File: src/tsi_map.svh
/*
 * Constants of the temperature sensor command port: bus address, command
 * codes, checksum polynomial and conversion timing.
 * Assumes a 10 MHz system clock; included by bare name.
 */
`ifndef TSI_MAP_SVH
`define TSI_MAP_SVH

`define TSI_DEF_ADDR       7'h40
`define TSI_CMD_RESET      8'h1e
`define TSI_CMD_SERIAL     8'h0a
`define TSI_CMD_CONVERT    8'h46
`define TSI_CMD_READ       8'h00
`define TSI_CRC_POLY       8'h31
`define TSI_CRC_INIT       8'h00
`define TSI_FILL_BYTE      8'hff
`define TSI_CLK_PERIOD_NS  100
`define TSI_CONV_TIME_MS   12
`define TSI_CONV_CYC       ((`TSI_CONV_TIME_MS * 1000000) / `TSI_CLK_PERIOD_NS)

`endif

File: src/tsi_pkg.sv
/*
 * Types of the temperature sensor command port.
 * Assumes nothing beyond a SystemVerilog compiler.
 */
package tsi_pkg;

    typedef enum logic [2:0] {
        TSI_IDLE = 3'b000,
        TSI_RX   = 3'b001,
        TSI_HOLD = 3'b010,
        TSI_ACK  = 3'b011,
        TSI_TX   = 3'b100,
        TSI_MACK = 3'b101,
        TSI_LOAD = 3'b110
    } tsi_state_t;

endpackage

File: src/tsi_line_if.sv
/*
 * Interface carrying bus line events from the pin sampler to the
 * byte engine. Assumes both ends run on the one system clock.
 */
`timescale 1ns/100ps

interface tsi_line_if;
    logic scl_rise;
    logic scl_fall;
    logic start;
    logic stop;
    logic sda;

    modport src (output scl_rise, output scl_fall, output start, output stop, output sda);
    modport snk (input scl_rise, input scl_fall, input start, input stop, input sda);
endinterface

File: src/tsi_line_det.sv
/*
 * Pin sampler: registers the clock and data lines and reports edges,
 * start and stop conditions as one-cycle pulses.
 * Assumes line inputs are already synchronous to clk_i.
 */
`timescale 1ns/100ps

module tsi_line_det
    import tsi_pkg::*;
(
    input  wire logic clk_i,
    input  wire logic sys_rst_i,
    input  wire logic scl_i,
    input  wire logic sda_i,
    tsi_line_if.src   ev
);
    logic scl_q, scl_d;
    logic sda_q, sda_d;

    // Idle bus is high on both lines
    always_comb begin
        scl_d = scl_i;
        sda_d = sda_i;
    end

    always_ff @(posedge clk_i) begin
        if (sys_rst_i) begin
            scl_q <= 1'b1;
            sda_q <= 1'b1;
        end else begin
            scl_q <= scl_d;
            sda_q <= sda_d;
        end
    end

    // Data moving while clock is high frames a message
    assign ev.scl_rise = scl_i & ~scl_q;
    assign ev.scl_fall = ~scl_i & scl_q;
    assign ev.start    = scl_i & scl_q & sda_q & ~sda_i;
    assign ev.stop     = scl_i & scl_q & ~sda_q & sda_i;
    assign ev.sda      = sda_i;
endmodule

File: src/tsi_crc_step.sv
/*
 * One byte step of an MSB-first CRC-8, purely combinational.
 * Assumes the caller chains instances for multi-byte data.
 */
`timescale 1ns/100ps

`include "tsi_map.svh"

module tsi_crc_step
    import tsi_pkg::*;
#(
    parameter logic [7:0] POLY = `TSI_CRC_POLY
) (
    input  wire logic [7:0] crc_i,
    input  wire logic [7:0] data_i,
    output logic      [7:0] crc_o
);
    // Eight shift steps, feedback taken from the top bit
    always_comb begin
        logic [7:0] c;
        c = crc_i ^ data_i;
        for (int i = 0; i < 8; i++) begin
            c = c[7] ? ({c[6:0], 1'b0} ^ POLY) : {c[6:0], 1'b0};
        end
        crc_o = c;
    end
endmodule

File: src/tsi_top.sv
/*
 * Bus command port of a digital temperature sensor: address match with
 * default and alternative address, command decode, conversion timer,
 * result and serial readout with checksum.
 * Assumes synchronous line inputs, an external converter sampled on
 * adc_data_i at conversion end, and nonvolatile values held steady.
 */
`timescale 1ns/100ps

`include "tsi_map.svh"

module tsi_top
    import tsi_pkg::*;
#(
    parameter int unsigned CONV_CYC = `TSI_CONV_CYC
) (
    input  wire logic        clk_i,
    input  wire logic        sys_rst_i,
    input  wire logic        scl_i,
    input  wire logic        sda_i,
    output logic             sda_o,
    output logic             sda_oe_n_o,
    input  wire logic [15:0] adc_data_i,
    input  wire logic [15:0] nvm_serial_i,
    input  wire logic [6:0]  nvm_alt_addr_i,
    input  wire logic        nvm_alt_vld_i,
    input  wire logic [6:0]  alt_addr_i,
    input  wire logic        tmp_alt_wr_i,
    input  wire logic        perm_alt_wr_i,
    output logic             conv_start_o,
    output logic             conv_busy_o,
    output logic             mem_crc_ok_o
);
    tsi_line_if ev ();

    tsi_line_det u_det (
        .clk_i     (clk_i),
        .sys_rst_i (sys_rst_i),
        .scl_i     (scl_i),
        .sda_i     (sda_i),
        .ev        (ev)
    );

    tsi_state_t  st_q,   st_d;
    logic [7:0]  sh_q,   sh_d;
    logic [2:0]  cnt_q,  cnt_d;
    logic        cmd_q,  cmd_d;   // Receiving the command byte
    logic        rd_q,   rd_d;
    logic [1:0]  idx_q,  idx_d;
    logic        oe_n_q, oe_n_d;
    logic        ser_q,  ser_d;   // Readout source is the serial number
    logic        busy_q, busy_d;
    logic [16:0] tmr_q,  tmr_d;
    logic [15:0] res_q,  res_d;
    logic        go_q,   go_d;
    logic        tvld_q, tvld_d;
    logic [6:0]  taddr_q, taddr_d;
    logic        pvld_q, pvld_d;
    logic [6:0]  paddr_q, paddr_d;
    logic        crok_q, crok_d;
    logic        init_q, init_d;

    logic [15:0] word;
    logic [7:0]  crc_mid, crc_fin, tx_byte;
    logic        match, do_reset, do_conv;

    // Readout word and its checksum over both data bytes
    assign word = ser_q ? nvm_serial_i : res_q;

    tsi_crc_step #(.POLY(`TSI_CRC_POLY)) u_crc_hi (
        .crc_i  (`TSI_CRC_INIT),
        .data_i (word[15:8]),
        .crc_o  (crc_mid)
    );

    tsi_crc_step #(.POLY(`TSI_CRC_POLY)) u_crc_lo (
        .crc_i  (crc_mid),
        .data_i (word[7:0]),
        .crc_o  (crc_fin)
    );

    // Byte order of a read
    always_comb begin
        unique case (idx_q)
            2'd0:    tx_byte = word[15:8];
            2'd1:    tx_byte = word[7:0];
            2'd2:    tx_byte = crc_fin;
            default: tx_byte = `TSI_FILL_BYTE;
        endcase
    end

    // The default, temporary or permanent address may select the device
    assign match = (sh_q[7:1] == `TSI_DEF_ADDR)
                 | (tvld_q & (sh_q[7:1] == taddr_q))
                 | (pvld_q & (sh_q[7:1] == paddr_q));

    // Command byte decode, acted on at its acknowledge
    assign do_reset = (st_q == TSI_HOLD) & cmd_q & ev.scl_fall
                    & (sh_q == `TSI_CMD_RESET);
    assign do_conv  = (st_q == TSI_HOLD) & cmd_q & ev.scl_fall
                    & (sh_q == `TSI_CMD_CONVERT);

    // Byte engine: bits in on clock rise, out on clock fall
    always_comb begin
        st_d   = st_q;
        sh_d   = sh_q;
        cnt_d  = cnt_q;
        cmd_d  = cmd_q;
        rd_d   = rd_q;
        idx_d  = idx_q;
        oe_n_d = oe_n_q;
        ser_d  = ser_q;
        if (ev.stop) begin
            st_d   = TSI_IDLE;
            oe_n_d = 1'b1;
        end else if (ev.start) begin
            // Repeated start allowed, begins a new address byte
            st_d   = TSI_RX;
            cnt_d  = 3'd0;
            cmd_d  = 1'b0;
            idx_d  = 2'd0;
            oe_n_d = 1'b1;
        end else begin
            unique case (st_q)
                TSI_IDLE: begin
                    oe_n_d = 1'b1;
                end
                TSI_RX: begin
                    if (ev.scl_rise) begin
                        sh_d  = {sh_q[6:0], ev.sda};
                        cnt_d = cnt_q + 3'd1;
                        if (cnt_q == 3'd7) begin
                            st_d = TSI_HOLD;
                        end
                    end
                end
                TSI_HOLD: begin
                    if (ev.scl_fall) begin
                        if (cmd_q) begin
                            // Every command byte is acknowledged
                            oe_n_d = 1'b0;
                            st_d   = TSI_ACK;
                            if (sh_q == `TSI_CMD_SERIAL) begin
                                ser_d = 1'b1;
                            end else if (sh_q == `TSI_CMD_READ) begin
                                ser_d = 1'b0;
                            end
                        end else if (match) begin
                            oe_n_d = 1'b0;
                            rd_d   = sh_q[0];
                            st_d   = TSI_ACK;
                        end else begin
                            st_d = TSI_IDLE;
                        end
                    end
                end
                TSI_ACK: begin
                    if (ev.scl_fall) begin
                        cnt_d = 3'd0;
                        if (rd_q && !cmd_q) begin
                            oe_n_d = tx_byte[7];
                            st_d   = TSI_TX;
                        end else if (!cmd_q) begin
                            oe_n_d = 1'b1;
                            cmd_d  = 1'b1;
                            st_d   = TSI_RX;
                        end else begin
                            // Two-byte command done; extra bytes ignored
                            oe_n_d = 1'b1;
                            st_d   = TSI_IDLE;
                        end
                    end
                end
                TSI_TX: begin
                    if (ev.scl_fall) begin
                        cnt_d = cnt_q + 3'd1;
                        if (cnt_q == 3'd7) begin
                            oe_n_d = 1'b1;
                            st_d   = TSI_MACK;
                        end else begin
                            oe_n_d = tx_byte[3'd6 - cnt_q];
                        end
                    end
                end
                TSI_MACK: begin
                    if (ev.scl_rise) begin
                        if (ev.sda) begin
                            st_d = TSI_IDLE;   // Not acknowledged, read ends
                        end else begin
                            idx_d = (idx_q == 2'd3) ? idx_q : idx_q + 2'd1;
                            st_d  = TSI_LOAD;
                        end
                    end
                end
                TSI_LOAD: begin
                    if (ev.scl_fall) begin
                        cnt_d  = 3'd0;
                        oe_n_d = tx_byte[7];
                        st_d   = TSI_TX;
                    end
                end
                default: begin
                    st_d   = TSI_IDLE;
                    oe_n_d = 1'b1;
                end
            endcase
        end
    end

    always_ff @(posedge clk_i) begin
        if (sys_rst_i) begin
            st_q   <= TSI_IDLE;
            sh_q   <= 8'h00;
            cnt_q  <= 3'd0;
            cmd_q  <= 1'b0;
            rd_q   <= 1'b0;
            idx_q  <= 2'd0;
            oe_n_q <= 1'b1;
            ser_q  <= 1'b0;
        end else begin
            st_q   <= st_d;
            sh_q   <= sh_d;
            cnt_q  <= cnt_d;
            cmd_q  <= cmd_d;
            rd_q   <= rd_d;
            idx_q  <= idx_d;
            oe_n_q <= oe_n_d;
            ser_q  <= ser_d;
        end
    end

    // Conversion timer; the reset command overrides a start and aborts a run
    always_comb begin
        busy_d = busy_q;
        tmr_d  = tmr_q;
        res_d  = res_q;
        go_d   = 1'b0;
        if (do_reset) begin
            busy_d = 1'b0;
            tmr_d  = 17'd0;
            res_d  = 16'h0000;
        end else if (do_conv) begin
            busy_d = 1'b1;
            go_d   = 1'b1;
            tmr_d  = 17'(CONV_CYC - 1);
        end else if (busy_q) begin
            if (tmr_q == 17'd0) begin
                busy_d = 1'b0;
                // Raw code; temperature is -40 + code * 165 / 65535
                res_d  = adc_data_i;
            end else begin
                tmr_d = tmr_q - 17'd1;
            end
        end
    end

    always_ff @(posedge clk_i) begin
        if (sys_rst_i) begin
            busy_q <= 1'b0;
            tmr_q  <= 17'd0;
            res_q  <= 16'h0000;
            go_q   <= 1'b0;
        end else begin
            busy_q <= busy_d;
            tmr_q  <= tmr_d;
            res_q  <= res_d;
            go_q   <= go_d;
        end
    end

    // Alternative addresses; production value is caught after reset release
    always_comb begin
        init_d  = 1'b1;
        tvld_d  = tvld_q;
        taddr_d = taddr_q;
        pvld_d  = pvld_q;
        paddr_d = paddr_q;
        crok_d  = crok_q;
        if (!init_q) begin
            pvld_d  = nvm_alt_vld_i;
            paddr_d = nvm_alt_addr_i;
            crok_d  = 1'b1;   // Production-stored address keeps checksum valid
        end else if (perm_alt_wr_i && !pvld_q) begin
            // One-time write only; a later attempt is ignored
            pvld_d  = 1'b1;
            paddr_d = alt_addr_i;
            crok_d  = 1'b0;
        end
        // A write landing together with the reset command wins
        if (tmp_alt_wr_i) begin
            tvld_d  = 1'b1;
            taddr_d = alt_addr_i;
        end else if (do_reset) begin
            tvld_d = 1'b0;
        end
    end

    // Temporary address lost on power restart through sys_rst_i
    always_ff @(posedge clk_i) begin
        if (sys_rst_i) begin
            init_q  <= 1'b0;
            tvld_q  <= 1'b0;
            taddr_q <= 7'h00;
            pvld_q  <= 1'b0;
            paddr_q <= 7'h00;
            crok_q  <= 1'b1;
        end else begin
            init_q  <= init_d;
            tvld_q  <= tvld_d;
            taddr_q <= taddr_d;
            pvld_q  <= pvld_d;
            paddr_q <= paddr_d;
            crok_q  <= crok_d;
        end
    end

    // Open-drain data: only ever pulls low
    assign sda_o        = 1'b0;
    assign sda_oe_n_o   = oe_n_q;
    assign conv_start_o = go_q;
    assign conv_busy_o  = busy_q;
    assign mem_crc_ok_o = crok_q;
endmodule

File: config.mk
export PLATFORM = sky130hd
export DESIGN_NAME = tsi_top
export DESIGN_NICKNAME = d
export VERILOG_FILES = /design/src/tsi_pkg.sv /design/src/tsi_line_if.sv /design/src/tsi_line_det.sv /design/src/tsi_crc_step.sv /design/src/tsi_top.sv
export VERILOG_INCLUDE_DIRS = /design/src
export SDC_FILE = /design/constraint.sdc
export NUM_CORES = 1
export LEC_CHECK = 0
export BUFFER_PORTS_ARGS = -buffer_cell sky130_fd_sc_hd__buf_2
export CAP_MARGIN = 10
export CORE_MARGIN = 2
export CORE_UTILIZATION = 63
export CTS_CLUSTER_SIZE = 16
export DETAILED_ROUTE_END_ITERATION = 8
export PLACE_DENSITY = 0.86
export SYNTH_ARGS = -nofsm -noshare
export SYNTH_HDL_FRONTEND = slang
export SYNTH_SLANG_ARGS = --single-unit
File: constraint.sdc
create_clock -name clk_i -period 4.9 [get_ports clk_i]
set_clock_uncertainty 0.2 [all_clocks]
set_input_delay 0.245 -clock clk_i [delete_from_list [all_inputs] [get_ports clk_i]]
set_output_delay 0.245 -clock clk_i [all_outputs]
set_load 0.05 [all_outputs]
Word-level counts from Yosys, hierarchy flattened
Index checks and enable logic that the tools add are counted.
{"block": "word_totals", "ff_bits": 75, "inputBits": 53, "wordCells": 220, "output_inout_bits": 5}
{"block": "op_classes", "bitwise": 44, "reduce_logical": 35, "eq_ne": 40, "mux": 74, "addsub": 4, "magnitude_cmp": 1}
{"cell": "6-bit two-way mux", "count": 16}
{"cell": "17-bit two-way mux", "count": 3}
{"cell": "3-bit NOT", "count": 16}
{"cell": "3-bit two-way mux", "count": 14}
{"cell": "3-bit != test, second input constant", "count": 9}
{"cell": "1-bit two-way mux", "count": 26}
{"cell": "2-bit != test, second input constant", "count": 12}
{"cell": "8-bit case mux with 3 select lines", "count": 1}
{"cell": "3-bit case mux with 7 select lines", "count": 1}
{"cell": "6-bit AND reduction", "count": 3}
{"cell": "9-bit AND reduction", "count": 2}
{"cell": "17-bit zero test", "count": 1}
{"cell": "17-bit by 1-bit subtractor with 17-bit output, second input constant", "count": 1}
{"cell": "16-bit two-way mux", "count": 1}
{"cell": "7-bit equality test", "count": 2}
{"cell": "2-bit two-way mux", "count": 7}
{"cell": "7-bit two-way mux", "count": 2}
{"cell": "2-bit nonzero test", "count": 7}
{"cell": "1-bit AND", "count": 13}
{"cell": "3-bit equality test, second input constant", "count": 4}
{"cell": "1-bit NOT", "count": 12}
{"cell": "5-bit AND reduction", "count": 2}
{"cell": "2-bit OR reduction", "count": 5}
{"cell": "3-bit case mux with 3 select lines", "count": 1}
{"cell": "other kinds (28)", "count": 37}

Depth between registers and ports, before layout
Gate-level depths: netlist of run 1.
{"block": "logic_depth", "ltp_word": 40, "depth_mapped": 11}

Modules after synthesis
Synthesis of run 1 repeated with hierarchy kept, for this count alone.
{"block": "hier_totals", "cells_unflattened": 504, "hier_area_um2": 4408.0}
{"module": "tsi_top", "instances": 1, "seq_area_each_um2": 1461.4, "area_per_inst_um2": 3844.9, "cells_each": 453}
{"module": "tsi_crc_step", "instances": 2, "seq_area_each_um2": 0.0, "area_per_inst_um2": 235.2, "cells_each": 21}
{"module": "tsi_line_det", "instances": 1, "seq_area_each_um2": 40.0, "area_per_inst_um2": 92.6, "cells_each": 9}

Least setup slack after synthesis of run 1
No wires, ideal clock.
{"block": "synth_path", "kind": "flip-flop to flip-flop", "startpoint": "register tmr_q[4]", "endpoint": "register tmr_q[14]", "t_arrival_ps": 2401, "path_slack_ps": 2167, "synth_period_minus_slack_ps": 2733, "stages_incl_launch_ff": 10, "n_path_buf": 1, "cell_sequence": "dfxtp_1 > or3_1 > buf_2 > or4_4 > o41ai_4 > or2_2 > nor3_2 > or4b_1 > xor2_1 > a21oi_1"}
{"block": "synth_between", "elab_chain_len": 4, "word_cells_on_any_way": 7, "cone_classes": "add/sub (1); eq/ne (1); mux (3); reduce/logical (2)"}
{"element": "start: declaration", "line": "tsi_top.sv:53", "rtl": "logic [16:0] tmr_q, tmr_d;"}
{"element": "start signal: assignment", "line": "tsi_top.sv:265", "rtl": "tmr_q <= tmr_d;"}
{"element": "17-bit by 1-bit subtractor with 17-bit output", "line": "tsi_top.sv:252", "rtl": "tmr_d = tmr_q - 17'd1;"}
{"element": "17-bit two-way mux", "line": "tsi_top.sv:247", "rtl": "if (tmr_q == 17'd0) begin"}
{"element": "17-bit two-way mux", "line": "tsi_top.sv:246", "rtl": "end else if (busy_q) begin"}
{"element": "17-bit two-way mux", "line": "tsi_top.sv:242", "rtl": "end else if (do_conv) begin"}
Parallel ways exist; a longest one is shown, timed or not. The select of a mux whose other input is x is not followed.
A chain may end at the register's enable or synchronous reset.

Worst setup path after layout of run 1
{"block": "layout_path", "startpoint": "input scl_i", "endpoint": "register res_q[3]"}
{"block": "layout_between", "elab_chain_len": 6, "word_cells_on_any_way": 8, "cone_classes": "bitwise (6); reduce/logical (2)"}
{"element": "start: declaration", "line": "tsi_top.sv:19", "rtl": "input wire logic scl_i,"}
{"element": "1-bit NOT (*)", "line": "tsi_line_det.sv:38", "rtl": "assign ev.scl_fall = ~scl_i & scl_q;"}
{"element": "1-bit AND (*)", "line": "tsi_line_det.sv:38"}
{"element": "1-bit AND (*)", "line": "tsi_top.sv:98, tsi_top.sv:100"}
{"element": "1-bit AND", "line": "tsi_top.sv:100", "rtl": "assign do_conv = (st_q == TSI_HOLD) & cmd_q & ev.scl_fall"}
{"element": "1-bit NOT (no source line)"}
{"element": "3-bit AND reduction (no source line)"}
{"element": "end signal: assignment", "line": "tsi_top.sv:266", "rtl": "res_q <= res_d;"}
{"element": "end: declaration", "line": "tsi_top.sv:54", "rtl": "logic [15:0] res_q, res_d;"}
Every way passes the cells marked *; elsewhere a longest branch is shown, timed or not.

==> results of run 1 <==
## state kept, by name, indices dropped and copies added (netlist names), 2 cells and up
register,count
paddr_q,7
sh_q,8
idx_q,2
tmr_q,17
taddr_q,7
cnt_q,3
res_q,16
st_q,3
## cell usage after synthesis (2+ instances only)
master and n:
xnor3_1 3, nor4_1 6, a211oi_1 8, inv_1 17
nand3_1 3, xor2_1 21, buf_2 5, xnor2_1 55
nand3b_1 4, a31oi_1 5, nor2_1 62, or3_1 4
a21oi_1 47, nor2b_1 4, xor3_1 2, dfxtp_1 75
clkbuf_1 22, buf_1 2, o221a_2 2, or2_2 4
ha_1 7, mux2i_1 44, o211ai_1 3, a21boi_0 3
nand4_1 9, mux2_2 8, nor3_1 6, nand2b_1 7
nand2_1 48, o2111ai_1 2, o21ai_0 11
## placed cells by master, fill, tap and decap left out, types with 4 or more instances in the layout
cell type,synthesis,final
nor3_1,6,6
buf_2,5,56
ha_1,7,7
or3_1,4,4
mux2_2,8,8
clkbuf_8,0,11
nor2_1,62,62
o21ai_0,11,11
mux2i_1,44,44
or2_2,4,4
dlygate4sd3_1,0,25
xor2_1,21,21
nand4_1,9,9
nand2_1,48,48
nor2b_1,4,4
nand2b_1,7,7
a211oi_1,8,8
a31oi_1,5,5
a21oi_1,47,47
nand3b_1,4,4
inv_1,17,17
nor4_1,6,6
dfxtp_1,75,75
xnor2_1,55,55
## kinds of logic after synthesis
| group | after synthesis | synth area share [%] |
|---|---|---|
| other | 1 | 0.0830 |
| XOR/XNOR | 81 | 17.3 |
| multiplexers | 52 | 11.7 |
| AND/OR/NAND/NOR | 169 | 18.0 |
| buffers and inverters | 47 | 4.13 |
| flip-flops | 75 | 33.3 |
| AO/OA/AOI/OAI | 96 | 13.6 |
| adder cells (fa/ha/maj) | 7 | 1.94 |
## path summary, 6_finish.rpt
path	to	slack (ns)	depth (start not counted)	from
worst min-delay path	pvld_q	0.01	3	perm_alt_wr_i
worst min register to register	tvld_q	0.26	2	tvld_q
worst max register to register	res_q[3]	1.72	8	st_q[1]
worst max-delay path	res_q[3]	1.66	10	scl_i
## power groups by stage
| stage | combinational [mW] | sequential [mW] | clock, mW |
|---|---|---|---|
| floorplan | 0.0967 | 0.644 | 0 |
| global placement | 0.131 | 0.649 | 0 |
| detailed placement | 0.134 | 0.650 | 0 |
| CTS | 0.151 | 0.636 | 0.544 |
| global route | 0.166 | 0.638 | 0.575 |
| finish | 0.153 | 0.636 | 0.539 |
## critical path, stage by stage
cell and delay [ns]:
dlygate4sd3_1 0.53, buf_2 0.15, nand2b_1 0.19, nor2_1 0.24, nand3b_1 0.14, nor2_1 0.17, nand4_1 0.58, or3b_1 0.69
nand2_1 0.14, a21oi_1 0.21
## metal layers
layer  global-route usage (%)  vias to the layer above  part of all wire [%]
met4                     13.8                        0                   3.3
li1                         -                     1953                     -
met3                     4.20                       32                   4.8
met1                     32.0                     1860                    40
met2                     53.1                      163                    52
met5                        0                        -                     0
## final cells by class
type	count	area (um2)	area share (%)
diodes	1	2.50	0.0473
clock buffers	11	151	2.86
clock inverters	4	73.8	1.40
inverters	17	63.8	1.21
multi-input cells	406	2830	53.5
flip-flops and latches	75	1500	28.4
well taps	96	120	2.27
repair buffers	83	546	10.3
==> results.md, run 1 <==
* Post-layout min period at 3.24 ns
* Via/cell ratio at 5.78
* Hold Crit Class: in -> reg
* Chip Width at 88.7 um
* Yosys top cell area share at 33.3%
* Num ports at 58
* CTS sink count at 75
* Register area share after synthesis at 33.3%
* Layout cells sized above 1 at 15.6%
* # setup viols final at 0
* First-pass GRT wire length at 17.6 mm
* Final worst-path cycle share at 66.0%
* Clock power share at 40.6%
* GR Overflow Total at 0
* Worst-Margin Slew at 1.08 ns
* H-tree depth at 3
* Initial antenna violation count at 0
* Pint at 1.01 mW
* Area growth, synth to finish at 17.1%
* Root buffer cell: clkbuf_8
* Final instance area at 5290 um2
* Wirelength, routed at 11.1 mm
* Skew-Pair Late Insertion Delay at 0.34 ns
* Worst EP required at 4.95 ns
* Number of flops mapped to enable cells by yosys at 0
* Hold buffer count at CTS at 25
* Syn nets at 588
* Bufs on Longest Clock Path at 2
* Rows at 30
* Nature of the critical path endpoint: register
* Outcome: completed
* Setup ws final at 1.66 ns
* Psw at 0.316 mW
* Hold WS at 0.0114 ns
* Post-synthesis async set-or-reset flop share at 0%
* Detailed Routing Iterations Pass 1 at 7
* CTS tree: yes
* Initial Util at 65.7%
* Pin count of the biggest net entering global routing at 33
* # DRC at 0
* Tot GR Track Use at 28.7%
* Sw Share at 23.8%
* Fill count at 484
* Critical path start-end classification: in -> reg
* Placement Cell Area at 4810 um2
* Yosys warnings at 0
* Ranking of synthesized cells by area: dfxtp_1 33%, xnor2_1 11%, mux2i_1 9.8%, a21oi_1 5.2%, nor2_1 5.2%
* Mapped Cells at 528
* Placer congestion estimate at 0.894
* Nets at 652
* Hold Fails Final Rpt at 0
* Dominant cell type by area after synthesis: dfxtp_1
* RSZ-0062 raised after global routing: false
* Netlist cell types at 60
* Syn Std Cell Area at 4520 um2
* PwrDens at 251 nW/um2
* Die area at 7860 um2
* Dpl hpwl at 7.47 mm
* Setup WS pre-CTS at 1.90 ns
* WL/cell at 16.0 um
* #FFs+latches synth at 75
* Startpoint Class: input pin
* Comb pwr share at 11.5%
* Vias in the first global route at 3823
* Post-cts gate resize count at 0
* Port bufs at 56
* Fmax at 309 MHz
* Core area at 6870 um2
* Setup bufs post-CTS at 0
* Synthesized area per cell at 8.55 um2
* Post-route ant nets at 0
* P_leak at 2.07 nW
* CTS Buf Count at 9
* Placed cells at 652
* Predominant post-synthesis flop cell: dfxtp_1
* Layout Cells excl Fill at 693
* DRT iter0 DRCs at 300
* Reg clk slew, reported paths at 0.09 ns
* Die span in y at 88.7 um
* Slew margin rel. at 28.2%
* TNS Setup at 0 ns
* Max rail drop VDD at 224 uV
* Critical Path AT at 3.29 ns
* Slew Limit Fails at 0
* Vias at 4008
* Final Total Pwr at 1.33 mW
* Layout Utilization at 77.0%
* Crit Path Max Fanout at 17
* Max-Cap Viols at 0
* Sequential share of power at 47.9%
Power figures use the tool's default switching activity.
==> inputs of run 2 (changes only) <==
Settings changed: ABC_AREA set to 1, CORE_UTILIZATION 63 to 59, PLACE_DENSITY 0.86 to 0.81.
Clock period 4.9 ns to 3 ns, I/O delays scaled along.
==> run 2 against run 1 <==
  * Final cell count rose by 40%
  * Non-clock buffer count up 24
  * Via count grew 34%
  * Critical path depth grew 6
  * Global-route usage increased by 2.0 points
==> results.md, run 2 <==
* Critical path start-end classification: reg -> reg
* CTS tree: yes
* Detailed Routing Iterations Pass 1 at 5
* DRT iter0 DRCs at 363
* Hold Fails Final Rpt at 0
* Initial antenna violation count at 0
* Initial Util at 61.1%
* Placed cells at 909
* Core area at 7770 um2
* Wirelength, routed at 13.2 mm
* Yosys top cell area share at 31.6%
* Post-synthesis async set-or-reset flop share at 0%
* Most common cell after layout, fill and taps aside: nand2_1
* Clock power share at 40.9%
* Syn nets at 825
* Post-route ant nets at 0
* Layout cells sized above 1 at 12.1%
* Rows at 32
* Synth Area in Compound Gates at 17.7%
* Critical Path AT at 2.76 ns
* Via/cell ratio at 5.55
* Nets at 921
* Ranking of synthesized cells by area: dfxtp_1 32%, nand2_1 17%, inv_1 8.6%, o21ai_0 6.6%, nand3_1 6.2%
* Fill count at 594
* Yosys warnings at 0
* Dominant cell type by area after synthesis: dfxtp_1
* Uppermost layer routed: met4
* Die area at 8780 um2
* Post-Synth Simple-Gate Area at 34.3%
* Netlist cell types at 41
* Max rail drop VDD at 365 uV
* Skew-Pair Late Insertion Delay at 0.35 ns
* P_leak at 2.79 nW
* Met3 Wirelength at 854 um
* Comb pwr share at 13.2%
* Dpl hpwl at 8.98 mm
* Placer congestion estimate at 0.936
* Bufs on Longest Clock Path at 2
* Num ports at 58
* Hold Path Stages at 2
* H-tree depth at 3
* Post-synthesis mux area share at 0%
* Adder and majority gate portion of the synthesized area at 1.84%
* TNS Setup at 0 ns
* Port bufs at 56
* Root buffer cell: clkbuf_8
* First-pass GRT wire length at 21.9 mm
* CTS Buf Count at 9
* Setup bufs post-CTS at 0
* PwrDens at 395 nW/um2
* Register area share after synthesis at 31.6%
* Sequential share of power at 46.0%
* Slew Limit Fails at 0
* Post-layout min period at 2.73 ns
* Die span in y at 93.7 um
* Outcome: completed
* Predominant post-synthesis flop cell: dfxtp_1
* Max FFs per register at 17
* Number of flops mapped to enable cells by yosys at 0
* Fmax at 367 MHz
* CTS sink count at 75
* Pin count of the biggest net entering global routing at 31
* Hold WS at 0.250 ns
* Tot GR Track Use at 30.7%
* Vias in the first global route at 4958
* Syn Std Cell Area at 4750 um2
* Layout Cells excl Fill at 968
* WL/cell at 13.6 um
* Commonest cells after routing, fill and taps aside: 212 x nand2_1, 109 x inv_1, 74 x dfxtp_1
* Crit Path Max Fanout at 7
* Top reg by flops: tmr_q
* Max-Cap Viols at 0
* Final worst-path cycle share at 90.8%
* Hold Crit Class: reg -> reg
* Xor-xnor portion of the synthesized cell area at 3.21%
* Top flop regs: tmr_q (17), res_q (16), sh_q (8)
* GR Overflow Total at 0
* # setup viols final at 0
* N_diodes at 0
* R2R depth at 16
* Mapped Cells at 765
* Chip Width at 93.7 um
* Largest family of logic cells by synthesized area: simple AND/OR/NAND/NOR gates
* Nature of the critical path endpoint: register
* Synth top cells by count: 213 x nand2_1, 109 x inv_1, 75 x dfxtp_1, 63 x o21ai_0, 59 x nand3_1
* Most frequent cell after synthesis: nand2_1
* Met1 WL at 5.67 mm
* Area growth, synth to finish at 22.3%
* Met2 wire len at 6.36 mm
* Worst-Margin Slew at 0.631 ns
* #FFs+latches synth at 75
* Vias at 5375
* Synthesized area per cell at 6.21 um2
* Reg clk slew, reported paths at 0.08 ns
* Startpoint Class: register
* Pint at 1.72 mW
* Slew margin rel. at 57.9%
* # DRC at 0
* Psw at 0.578 mW
* Sw Share at 25.2%
* Worst EP required at 3.04 ns
==> run 2: cell count changes after synthesis, moves of 9 or more <==
cell and delta:
xor2_1 -16, o21ai_0 +52, inv_1 +92, nand2_2 +9, nand3_1 +56, xnor2_1 -50
mux2i_1 -44, nand2_1 +165
==> run 2: final cells by class <==
type                    count  area [um2]  area share (%)
clock inverters             6         113            1.94
clock buffers              10         128            2.20
repair buffers            107         787            13.6
flip-flops and latches     75        1500            25.9
inverters                 114         430            7.41
well taps                 102         128            2.20
multi-input cells         554        2720            46.8
==> run 2: timing repair <==
action	CTS	global route
hold buffers	43	0
hold endpoints to repair	41	0
resized for setup	0	5
endpoints found under the setup margin	0	2
==> run 2: kinds of logic (layout without fill, tap and decap cells) <==
group                    after synthesis  count (layout)
adder cells (fa/ha/maj)                7               7
other                                  1               1
buffers and inverters                136             237
XOR/XNOR                              14              14
AND/OR/NAND/NOR                      382             382
flip-flops                            75              75
AO/OA/AOI/OAI                        150             150
==> run 2: worst paths after layout <==
check,startpoint,to,slack (ns)
min,res_q[2],res_q[2],0.25
max,tmr_q[0],tmr_q[13],0.27
max reg2reg,tmr_q[0],tmr_q[13],0.27
min reg2reg,res_q[2],res_q[2],0.25
==> run 2: critical path: stages (launching register included) <==
cell	delay, ns
dfxtp_1	0.34
inv_1	0.10
ha_1	0.25
nand2_1	0.11
nor4_1	0.07
nand2_1	0.06
nand2_1	0.13
nor3_1	0.17
inv_1	0.10
nor2_1	0.14
inv_1	0.07
or2_2	0.29
inv_1	0.09
nand4_1	0.13
nand3b_1	0.20
o21ai_0	0.16
a21oi_1	0.05
==> run 2: power by group through the flow <==
stage                     clock network [mW]  registers, mW  logic [mW]
after global routing                   0.998           1.06       0.335
final                                  0.938           1.06       0.302
after floorplan                            0           1.07       0.164
after CTS                              0.950           1.05       0.290
after global placement                     0           1.08       0.237
after detailed placement                   0           1.08       0.243
==> run 2: routing by layer <==
metal | vias up | track usage (%)
met2 | 224 | 52.7
met5 | - | 0
met3 | 33 | 4.90
li1 | 2689 | -
met4 | 0 | 10.4
met1 | 2429 | 39.3
==> run 2: metrics by stage <==
stage | cell area [um2] | util (%) | power, mW | setup WS, ns
after global placement | 5120 | 65.9 | 1.31 | 0.368
after floorplan | 4750 | - | 1.24 | 0.617
after CTS | 5790 | 74.6 | 2.29 | 0.283
final | 5810 | 74.8 | 2.30 | 0.275
after detailed placement | 5120 | 65.9 | 1.32 | 0.275
after global routing | 5810 | 74.8 | 2.39 | -0.0398
